<file path="config.mk">
export PLATFORM = sky130hd
export DESIGN_NAME = word_divide_unit
export DESIGN_NICKNAME = d
export VERILOG_FILES = /design/src/word_divide_pkg.sv /design/src/word_divide_unit.sv /design/src/divide_step.sv
export SDC_FILE = /design/constraint.sdc
export NUM_CORES = 1
export LEC_CHECK = 0
export ABC_AREA = 1
export BUFFER_PORTS_ARGS = -buffer_cell sky130_fd_sc_hd__buf_2
export CAP_MARGIN = 20
export CELL_PAD_IN_SITES_DETAIL_PLACEMENT = 0
export CELL_PAD_IN_SITES_GLOBAL_PLACEMENT = 1
export CORE_ASPECT_RATIO = 0.75
export CORE_MARGIN = 2
export CORE_UTILIZATION = 44
export CTS_BUF_LIST = sky130_fd_sc_hd__clkbuf_4
export CTS_CLUSTER_DIAMETER = 60
export CTS_CLUSTER_SIZE = 12
export DETAILED_ROUTE_END_ITERATION = 10
export GPL_TIMING_DRIVEN = 0
export PLACE_DENSITY_LB_ADDON = 0.1
export SLEW_MARGIN = 20
export SYNTH_ARGS = -nofsm -noshare
export SYNTH_HDL_FRONTEND = slang
export SYNTH_SLANG_ARGS = --single-unit
export TNS_END_PERCENT = 20
</file>
<file path="constraint.sdc">
create_clock -name clock -period 4.6 [get_ports clock]
set_input_delay 0.92 -clock clock [delete_from_list [all_inputs] [get_ports clock]]
set_output_delay 0.92 -clock clock [all_outputs]
set_load 0.02 [all_outputs]
</file>
<file path="src/word_divide_pkg.sv">
// types and constants shared by the word divide unit
package word_divide_pkg;

    localparam int unsigned WORD_BITS   = 32;
    localparam int unsigned DWORD_BITS  = 64;
    localparam int unsigned STEP_BITS   = 6;
    // one quotient bit per cycle
    localparam logic [5:0]  STEP_COUNT  = 6'h20;
    localparam logic [5:0]  STEP_ZERO   = 6'h00;
    localparam logic [63:0] RESULT_INIT = 64'h0000000000000000;

    // divide request from the integer pipeline
    typedef struct packed {
        logic        valid;
        logic        isSigned;
        logic        mode64;
        logic [63:0] dividendSource;
        logic [63:0] divisorSource;
    } divide_req_t;

    // result register pair as seen by the pipeline
    typedef struct packed {
        logic [63:0] highResult;
        logic [63:0] lowResult;
    } result_pair_t;

    typedef enum logic [1:0] {
        ST_IDLE   = 2'b00,
        ST_DIVIDE = 2'b01,
        ST_FIXUP  = 2'b10
    } divide_state_t;

endpackage

</file>
<file path="src/word_divide_unit.sv">
// word divide unit: iterative signed and unsigned 32-bit divide into result pair
// ============================================================================
`timescale 1ns/1ns
module word_divide_unit (
    input  wire logic                          clock,
    input  wire logic                          resetn,
    input  wire word_divide_pkg::divide_req_t  request,
    input  wire logic                          readHighResult,
    input  wire logic                          readLowResult,
    output word_divide_pkg::result_pair_t      results,
    output logic                               busy,
    output logic                               readStall,
    output logic                               done,
    output logic                               overflowException
);
    import word_divide_pkg::*;

    // ========================================================================
    // operand decode
    // ========================================================================
    function automatic logic [31:0] magnitude(input logic [31:0] v, input logic neg);
        magnitude = neg ? (32'h00000000 - v) : v;
    endfunction

    wire logic [31:0] dividendWord = request.dividendSource[31:0];
    wire logic [31:0] divisorWord  = request.divisorSource[31:0];
    wire logic        dividendNeg  = request.isSigned & dividendWord[31];
    wire logic        divisorNeg   = request.isSigned & divisorWord[31];
    // unsigned: sign bits forced off, i.e. zero-extended magnitudes
    wire logic [31:0] dividendMag  = magnitude(dividendWord, dividendNeg);
    wire logic [31:0] divisorMagIn = magnitude(divisorWord, divisorNeg);

    // ========================================================================
    // state
    // ========================================================================
    divide_state_t state;
    divide_state_t next_state;
    logic [31:0]   remainder;
    logic [31:0]   quotient;
    logic [31:0]   divisorMag;
    logic [5:0]    stepsLeft;
    logic          quotNeg;
    logic          remNeg;
    logic          mode64;

    wire logic [31:0] stepRem;
    wire logic [31:0] stepQuot;

    divide_step stepUnit (
        .partialRem (remainder),
        .quotientIn (quotient),
        .divisorMag (divisorMag),
        .nextRem    (stepRem),
        .nextQuot   (stepQuot)
    );

    wire logic start    = (state == ST_IDLE) & request.valid;
    wire logic lastStep = (state == ST_DIVIDE) & (stepsLeft == 6'h01);

    always_comb begin
        next_state = state;
        unique case (state)
            ST_IDLE:   if (request.valid) next_state = ST_DIVIDE;
            ST_DIVIDE: if (lastStep) next_state = ST_FIXUP;
            ST_FIXUP:  next_state = ST_IDLE;
            default:   next_state = ST_IDLE;
        endcase
    end

    // ========================================================================
    // result fixup and sign extension
    // ========================================================================
    // zero divisor: the steps still run and leave some value, no flag raised
    wire logic [31:0] finalQuot  = magnitude(quotient, quotNeg);
    wire logic [31:0] finalRem   = magnitude(remainder, remNeg);
    wire logic [63:0] extQuot    = mode64 ? {{32{finalQuot[31]}}, finalQuot}
                                          : {32'h00000000, finalQuot};
    wire logic [63:0] extRem     = mode64 ? {{32{finalRem[31]}}, finalRem}
                                          : {32'h00000000, finalRem};
    wire logic        next_busy  = (next_state != ST_IDLE);
    wire logic        readReq    = readHighResult | readLowResult;

    always_ff @(posedge clock or negedge resetn) begin
        if (!resetn) begin
            state <= ST_IDLE;
            busy  <= 1'b0;
        end else begin
            state <= next_state;
            busy  <= next_busy;
        end
    end

    always_ff @(posedge clock or negedge resetn) begin
        if (!resetn) begin
            remainder  <= 32'h00000000;
            quotient   <= 32'h00000000;
            divisorMag <= 32'h00000000;
            stepsLeft  <= STEP_ZERO;
            quotNeg    <= 1'b0;
            remNeg     <= 1'b0;
            mode64     <= 1'b0;
        end else if (start) begin
            remainder  <= 32'h00000000;
            quotient   <= dividendMag;
            divisorMag <= divisorMagIn;
            stepsLeft  <= STEP_COUNT;
            quotNeg    <= dividendNeg ^ divisorNeg;
            remNeg     <= dividendNeg;
            mode64     <= request.mode64;
        end else if (state == ST_DIVIDE) begin
            remainder  <= stepRem;
            quotient   <= stepQuot;
            stepsLeft  <= stepsLeft - 6'h01;
        end
    end

    always_ff @(posedge clock or negedge resetn) begin
        if (!resetn) begin
            results <= {RESULT_INIT, RESULT_INIT};
            done    <= 1'b0;
        end else begin
            done <= (state == ST_FIXUP);
            if (state == ST_FIXUP) begin
                results.lowResult  <= extQuot;
                results.highResult <= extRem;
            end
        end
    end

    // stall a read while a divide is running or about to start
    always_ff @(posedge clock or negedge resetn) begin
        if (!resetn) begin
            readStall <= 1'b0;
        end else begin
            readStall <= readReq & next_busy;
        end
    end

    always_ff @(posedge clock or negedge resetn) begin
        if (!resetn) begin
            overflowException <= 1'b0;
        end else begin
            overflowException <= 1'b0;
        end
    end

    // ========================================================================
    // assertions
    // ========================================================================
    AST_NO_OVERFLOW: assert property (@(posedge clock) disable iff (!resetn)
        !overflowException) else $error("divide raised overflow");

    AST_UNSIGNED_NO_OVF: assert property (@(posedge clock) disable iff (!resetn)
        start && !request.isSigned |-> ##[1:40] done && !overflowException)
        else $error("unsigned divide flagged overflow");

    AST_SIGNED_RESULT: assert property (@(posedge clock) disable iff (!resetn)
        start && request.isSigned && divisorWord != 32'h00000000
        && !(dividendWord == 32'h80000000 && divisorWord == 32'hFFFFFFFF)
        |-> ##34 (results.lowResult[31:0]
            == $past(32'($signed(dividendWord) / $signed(divisorWord)), 34)))
        else $error("signed quotient wrong");

    AST_UNSIGNED_RESULT: assert property (@(posedge clock) disable iff (!resetn)
        start && !request.isSigned && divisorWord != 32'h00000000
        |-> ##34 (results.lowResult[31:0] == $past(dividendWord / divisorWord, 34)))
        else $error("unsigned quotient wrong");

    AST_REMAINDER_HIGH: assert property (@(posedge clock) disable iff (!resetn)
        start && !request.isSigned && divisorWord != 32'h00000000
        |-> ##34 (results.highResult[31:0] == $past(dividendWord % divisorWord, 34)))
        else $error("remainder not in high result");

    AST_SIGN_EXTEND: assert property (@(posedge clock) disable iff (!resetn)
        $rose(done) && mode64 |->
        results.highResult[63:32] == {32{results.highResult[31]}}
        && results.lowResult[63:32] == {32{results.lowResult[31]}})
        else $error("results not sign-extended");

    AST_ZERO_DIVISOR_ENDS: assert property (@(posedge clock) disable iff (!resetn)
        start && divisorWord == 32'h00000000 |-> ##34 done)
        else $error("zero divisor did not finish");

    AST_READ_STALL: assert property (@(posedge clock) disable iff (!resetn)
        readReq && (state != ST_IDLE) && (next_state != ST_IDLE) |=> readStall)
        else $error("read not stalled during divide");

    AST_STALL_ONLY_BUSY: assert property (@(posedge clock) disable iff (!resetn)
        readStall |-> busy) else $error("stall without divide");

    AST_SIGNED_REMAINDER: assert property (@(posedge clock) disable iff (!resetn)
        start && request.isSigned && divisorWord != 32'h00000000
        && !(dividendWord == 32'h80000000 && divisorWord == 32'hFFFFFFFF)
        |-> ##34 (results.highResult[31:0]
            == $past(32'($signed(dividendWord) % $signed(divisorWord)), 34)))
        else $error("signed remainder wrong");

    AST_DONE_PULSE: assert property (@(posedge clock) disable iff (!resetn)
        done |=> !done) else $error("done longer than one cycle");

    AST_IDLE_AT_DONE: assert property (@(posedge clock) disable iff (!resetn)
        done |-> !busy && !readStall) else $error("busy or stall after results written");

    AST_UPPER_ZERO: assert property (@(posedge clock) disable iff (!resetn)
        $rose(done) && !mode64 |->
        results.highResult[63:32] == 32'h00000000
        && results.lowResult[63:32] == 32'h00000000)
        else $error("upper result half not zero");

    COV_SIGNED: cover property (@(posedge clock) disable iff (!resetn)
        start && request.isSigned && dividendNeg);
    COV_UNSIGNED: cover property (@(posedge clock) disable iff (!resetn)
        start && !request.isSigned);
    COV_MODE64: cover property (@(posedge clock) disable iff (!resetn)
        done && mode64);
    COV_STALL: cover property (@(posedge clock) disable iff (!resetn) readStall);
    COV_ZERO_DIVISOR: cover property (@(posedge clock) disable iff (!resetn)
        start && divisorWord == 32'h00000000);

endmodule // word_divide_unit

</file>
<file path="src/divide_step.sv">
// one restoring-division step on 32-bit magnitudes
`timescale 1ns/1ns
module divide_step (
    input  wire logic [31:0] partialRem,
    input  wire logic [31:0] quotientIn,
    input  wire logic [31:0] divisorMag,
    output logic      [31:0] nextRem,
    output logic      [31:0] nextQuot
);
    import word_divide_pkg::*;

    wire logic [32:0] shiftedRem = {partialRem, quotientIn[31]};
    wire logic [32:0] trialDiff  = shiftedRem - {1'b0, divisorMag};
    wire logic        fits       = ~trialDiff[32];

    assign nextRem  = fits ? trialDiff[31:0] : shiftedRem[31:0];
    assign nextQuot = {quotientIn[30:0], fits};

endmodule // divide_step

</file>
==> impl_results.md, run 1 <==
* Ports at 267
* Drt pass-1 iters at 5
* Clk_skew at between 20 and 30 ps
* Outcome: complete, no violations
* Critical Path Start Type: flop
* Crit. End Element: output port
* Root Buffer: clkbuf_4
* Logic pwr share at 0.686
* Slowest cell on crit path: dfrtp_1
* P&R area growth vs syn at 13.55%
* Synth Net Count at ~2.3k
* CTS Buf Count at 17
* Layout Utilization at 0.5035
* Die area at about 33000 um^2
* Initial Util at 0.4434
* Worst endpoint data arrival time at between 1500 and 2000 ps
* Mean Syn Cell Area at 6.459 um^2
* Largest stage delay, worst path at 970 ps
* CP Cell Sequence: buf_4 > buf_2
* Reg2Reg Setup Slack at 1830 ps
* Most frequent cells in the layout: nand2_1, inv_1, nand3_1, buf_2, dfrtp_1
* Seq/Total Area, Yosys at 0.3200
* Yosys cell types at 46
* Fin crit share at 0.6304
* Skew-Pair Late Insertion Delay at 640 ps
* Avg WL per Cell at approximately 18 um
* Worst Tran Pin Value at between 900 and 1000 ps
* Clock buffer depth at 2
* Pre-CTS WS at about 1800 ps
* Clock share of power at 0.071
* Internal power at between 5 and 6 mW
* Worst rel slew slack at 0.3879
* Core area at approximately 31000 um^2
* Sw frac at 0.5629
* Worst R2R Path Depth at 18
* Final hold viol count at 0
* Maxcap violations at 0
* Worst hold start: results[30]
* Number of flops mapped to enable cells by yosys at 0
* Max-slew violations at 0
* Nets@finish at 2528
* Max Fanout on Critical Path at 33
* Worst path required time at ~3700 ps
* Main flop type after synthesis: dfrtp_1
* IO buf count at about 200
* Worst path bufs/invs at 2
* Post-DP Area at 15340 um^2
* R2r endpoint: remainder[11]
* RSZ-0062 raised after global routing: false
* First-pass GRT wire length at 76780 um
* Clock transition at path regs at 140 ps
* Setup TNS Final at 0 ps
* Net Sw Power at between 7 and 8 mW
* Layout cells sized above 1 at 0.1497
* Peak supply drop at 0.0002383 V
* Fin worst setup slack at 1700 ps
* Vias in the first global route at 13.02k
* Fmax achieved at 0.3449 GHz
* Routed WL at 49540 um
* DRT antenna net count at 0
* Hold path cells at 2
* CTS H-tree depth at 4
* Rows at 56
* Antenna violations before repair at 1
* Fin crit period at approximately 2900 ps
* Commonest non-fill, non-tap cell in the layout: nand2_1
* Largest net degree at the start of global routing at 93
* Width of the chip at around 210 um
* Hold Crit Class: reg -> reg
* Pwr Density at between 800 and 900 nW/um^2
* Leakage at 8.703 nW
* Synth Instances at 2131
* Final setup viols at 0
* CTS tree: built
* Worst Hold Path EP: results[30]
* Worst r2r src: quotient[31]
* Yosys reg bits at 176
* Total GRT Usage at 0.3082
* Post_cts resized at 0
* Drt first-iter violations at 1458
* Chip height at 157.2 um
* Warnings from Yosys at 0
* Final HPWL DP at roughly 40000 um
* Top delay family on crit path: flip-flops
* Synth Cell Area at about 14000 um^2
* Crit Path Class: reg -> out
* GR Overflow Total at 0
* Routed vias/inst at 5.155
* Clock sinks at 176
* DRC at 0
* Vias at 14.29k
* Seq pwr share at 0.243
* Post-route cell area at 15630 um^2
* Asr flop ratio synth at 1.000
* GPL Wtd Cong at 0.9304
-- kinds of logic after synthesis --
logic type,after synthesis,synth area share
flip-flops,176,0.3200
adder cells (fa/ha/maj),39,0.03600
buffers and inverters,437,0.1400
other,1,0.0002725
AO/OA/AOI/OAI,255,0.1029
XOR/XNOR,74,0.04709
AND/OR/NAND/NOR,1149,0.3537
-- state kept, by name, indices dropped and copies added (netlist names) --
register / count
state: 2
remainder: 32
readStall: 1
remNeg: 1
results: 66
busy: 1
done: 1
divisorMag: 32
mode64: 1
quotient: 32
stepsLeft: 6
quotNeg: 1
-- worst max path at each step --
stage                      start           end  slack (ps)  depth (start not counted)
finish              results[126]  results[103]        1700                          2
global route        results[126]  results[106]        1470                          2
CTS                 results[126]  results[103]        1610                          2
detailed placement   request[64]  quotient[24]        1790                         11
global placement          resetn   quotient[4]        -270                          1
floorplan            request[64]  quotient[24]        2270                         10
-- per-stage QoR --
| stage | total power [mW] | cells | hold slack (ps) |
|---|---|---|---|
| 3_3_place_gp | 11.55 | 2738 | 459.3 |
| 2_1_floorplan | 8.940 | 2131 | 449.1 |
| 5_1_grt | 13.97 | 2772 | 486.8 |
| 3_5_place_dp | 11.66 | 2740 | 463.3 |
| 4_1_cts | 12.57 | 2771 | 464.8 |
| 6_report | 12.68 | 2772 | 494.8 |
-- layer usage --
layer	global-route usage	wire length (um)	vias to the layer above
met4	0.05618	573	0
li1	-	-	7149
met3	0.07203	4558	37
met2	0.4104	18600	533
met1	0.4940	25810	6572
met5	0	0	-
-- repair_timing --
item,in CTS,in global routing
hold buffers,1,0
buffers inserted,0,0
endpoints found under the hold margin,3,0
-- cell usage after synthesis, types with 7 or more instances --
cell      number  share of area
ha_1          38          0.035
nand4_1       27          0.012
buf_2          7         0.0025
inv_1        301          0.082
clkbuf_1      46          0.013
nor3_1        26         0.0095
a31oi_1       10         0.0045
nor2_1       157          0.043
nand2_1      671           0.18
nand3_2       11         0.0080
or2_2          8         0.0036
xnor2_1       15         0.0095
o211ai_1      12         0.0065
a21oi_1       48          0.017
xor2_1        59          0.038
dfrtp_1      176           0.32
buf_4         66          0.036
nand3_1      220          0.080
o21ai_0      145          0.053
-- worst min-delay path, stage by stage, from the launching register on --
cell and delay (ps):
dfrtp_1 370, nand2_1 50, nand2_1 50
-- final cells by class --
type                            instances  area, um^2
Clock inverter                         12       138.9
Fill cell                            3295       15410
Clock buffer                           18       135.1
Multi-Input combinational cell       1518        7432
Buffer                                129       770.7
Timing Repair Buffer                  204        1081
Antenna cell                            1       2.502
Inverter                              308        1156
Sequential cell                       176        4404
Tap cell                              406       508.0
-- power groups by stage --
stage	sequential (mW)	combinational, mW	clock, mW
6_report	3.08	8.70	0.906
3_5_place_dp	3.08	8.58	0
3_3_place_gp	3.07	8.48	0
4_1_cts	3.05	8.60	0.927
2_1_floorplan	3.08	5.86	0
5_1_grt	3.16	9.82	0.986
Note: power is estimated with default switching activity, not from simulation.
==> inputs of run 2 (changes only) <==
Settings changed: CORE_UTILIZATION 44 to 37.
Clock period 4.6 ns to 2.5 ns, I/O delays scaled along.
==> impl_results.md, run 2 (same netlist as run 1, synthesis figures left out) <==
* IO buf count at approximately 200
* Register with the most flip-flops: results
* Routed WL at 51780 um
* Fin crit share at 0.9594
* Fin crit period at 2399 ps
* Pre-CTS WS at -250.1 ps
* Fin worst setup slack at 101.5 ps
* Max Fanout on Critical Path at 10
* Clk_skew at around 25 ps
* P&R area growth vs syn at 17.15%
* Final setup viols at 0
* Routed vias/inst at 4.962
* CTS Buf Count at 17
* Final HPWL DP at between 40000 and 50000 um
* GPL Wtd Cong at around 0.93
* Width of the chip at 226.7 um
* Clock sinks at 176
* Chip height at 171.0 um
* Worst endpoint data arrival time at 2970 ps
* Ports at 267
* Nets@finish at 2545
* First-pass GRT wire length at a little under 80000 um
* Most frequent cells in the layout: nand2_1, inv_1, nand3_1, buf_2, nor2_1
* Crit. End Element: flop
* Clock buffer depth at 2
* Placed cell count at 2838
* RSZ-0062 raised after global routing: true
* Largest net degree at the start of global routing at 64
* Worst Tran Pin Value at 766.0 ps
* DRC at 0
* DRT antenna net count at 0
* Avg WL per Cell at approximately 18 um
* Drt first-iter violations at 1377
* Commonest non-fill, non-tap cell in the layout: nand2_1
* Initial Util at 0.3733
* Rows at 61
* Maxcap violations at 0
* Final hold viol count at 0
* GR Overflow Total at 0
* Core area at around 37000 um^2
* Outcome: complete, no violations
* Cell Count, Final, Fillers Out at 2889
* Skew-Pair Late Insertion Delay at roughly 630 ps
* Critical Path Start Type: flop
* Pwr Density at 1516 nW/um^2
* Flip-flop count of the largest register after layout at 66
* Vias in the first global route at approximately 13k
* Hold Crit Class: in -> reg
* Vias at between 10k and 15k
* Root Buffer: clkbuf_4
* CTS tree: built
* Worst path required time at around 3000 ps
* Clock transition at path regs at 150 ps
* Leakage at 8.761 nW
* Layout cells sized above 1 at 0.1855
* Peak supply drop at 0.0005090 V
* Fmax achieved at 0.4169 GHz
* Die area at 38770 um^2
* Total GRT Usage at 0.2669
* Antenna violations before repair at 1
* CTS H-tree depth at 4
* Drt pass-1 iters at 5
* Max-slew violations at 0
* Worst rel slew slack at 0.4893
* Crit Path Class: reg -> reg
==> run 2: cell count changes in the layout (fill, tap and decap cells not counted), moves of 10 or more <==
cell     before  now
dfrtp_1     176  152
buf_4        66   81
ha_1         38   23
inv_1       301  287
nand2_1     671  661
inv_2         5   18
dfrtp_2       0   24
==> run 2: area by class of cell <==
class / count / area, um^2
fill: 4068 / 20740
multi-input combinational: 1518 / 7666
sequential: 176 / 4434
timing repair buffer: 222 / 1216
inverter: 308 / 1159
buffer: 128 / 785.8
tap: 504 / 630.6
clock buffer: 18 / 135.1
clock inverter: 13 / 91.34
antenna: 2 / 5.005
==> run 2: per-stage QoR <==
stage / TNS, ps / util / power, mW / instance area (um^2) / hold slack, ps
2_1_floorplan: 0 / - / 16.45 / 13760 / 204.4
3_3_place_gp: -363340 / 0.4177 / 21.59 / 15400 / 461.7
3_5_place_dp: -5838 / 0.4195 / 21.73 / 15460 / 445.5
4_1_cts: 0 / 0.4294 / 23.54 / 15830 / 28.89
5_1_grt: -15.84 / 0.4373 / 26.69 / 16120 / 82.78
6_report: 0 / 0.4374 / 24.44 / 16120 / 90.21
==> run 2: power by group <==
group | internal [mW] | switching, mW
Combinational | 6.00 | 11.3
Clock | 0.397 | 1.08
Sequential | 4.24 | 1.43
==> run 2: per-layer routing <==
metal / wire length [um] / part of all wire / global-route usage / vias up
met2: 19620 / 0.38 / 0.3513 / 536
met4: 419 / 0.0081 / 0.04262 / 0
li1: - / - / - / 7183
met5: 0 / 0 / 0 / -
met1: 27570 / 0.53 / 0.4412 / 6588
met3: 4163 / 0.080 / 0.04877 / 29
==> run 2: path summary, 6_finish.rpt <==
path	start	end	slack [ps]	cells after the start
max reg2reg	quotient[31]	remainder[23]	100	18
max in group asynchronous	resetn	divisorMag[1]	1430	3
min reg2reg	results[88]	results[88]	490	2
min	readHighResult	readStall	90	3
max	quotient[31]	remainder[23]	100	18
min in group asynchronous	resetn	remainder[18]	340	2
==> run 2: what timing repair did <==
item | 4_1_cts | 5_1_grt
gates cloned | 0 | 0
hold buffers | 1 | 0
pin swaps | 2 | 4
gates resized for setup | 32 | 61
hold endpoints to repair | 50 | 0
buffers inserted | 9 | 9
setup endpoints to repair | 94 | 43
==> run 2: critical path, stage by stage, from the launching register on <==
cell	delay, ps
dfrtp_1	400
inv_4	80
ha_4	170
fa_2	370
inv_2	70
nand2_1	40
nand2_1	70
nand3_1	80
nand2_2	110
nand2_2	70
nand2_4	90
nand2_4	80
nand2_4	80
nand2_4	80
buf_8	150
buf_8	150
nand3_2	80
nand3_2	90
nand2_1	70
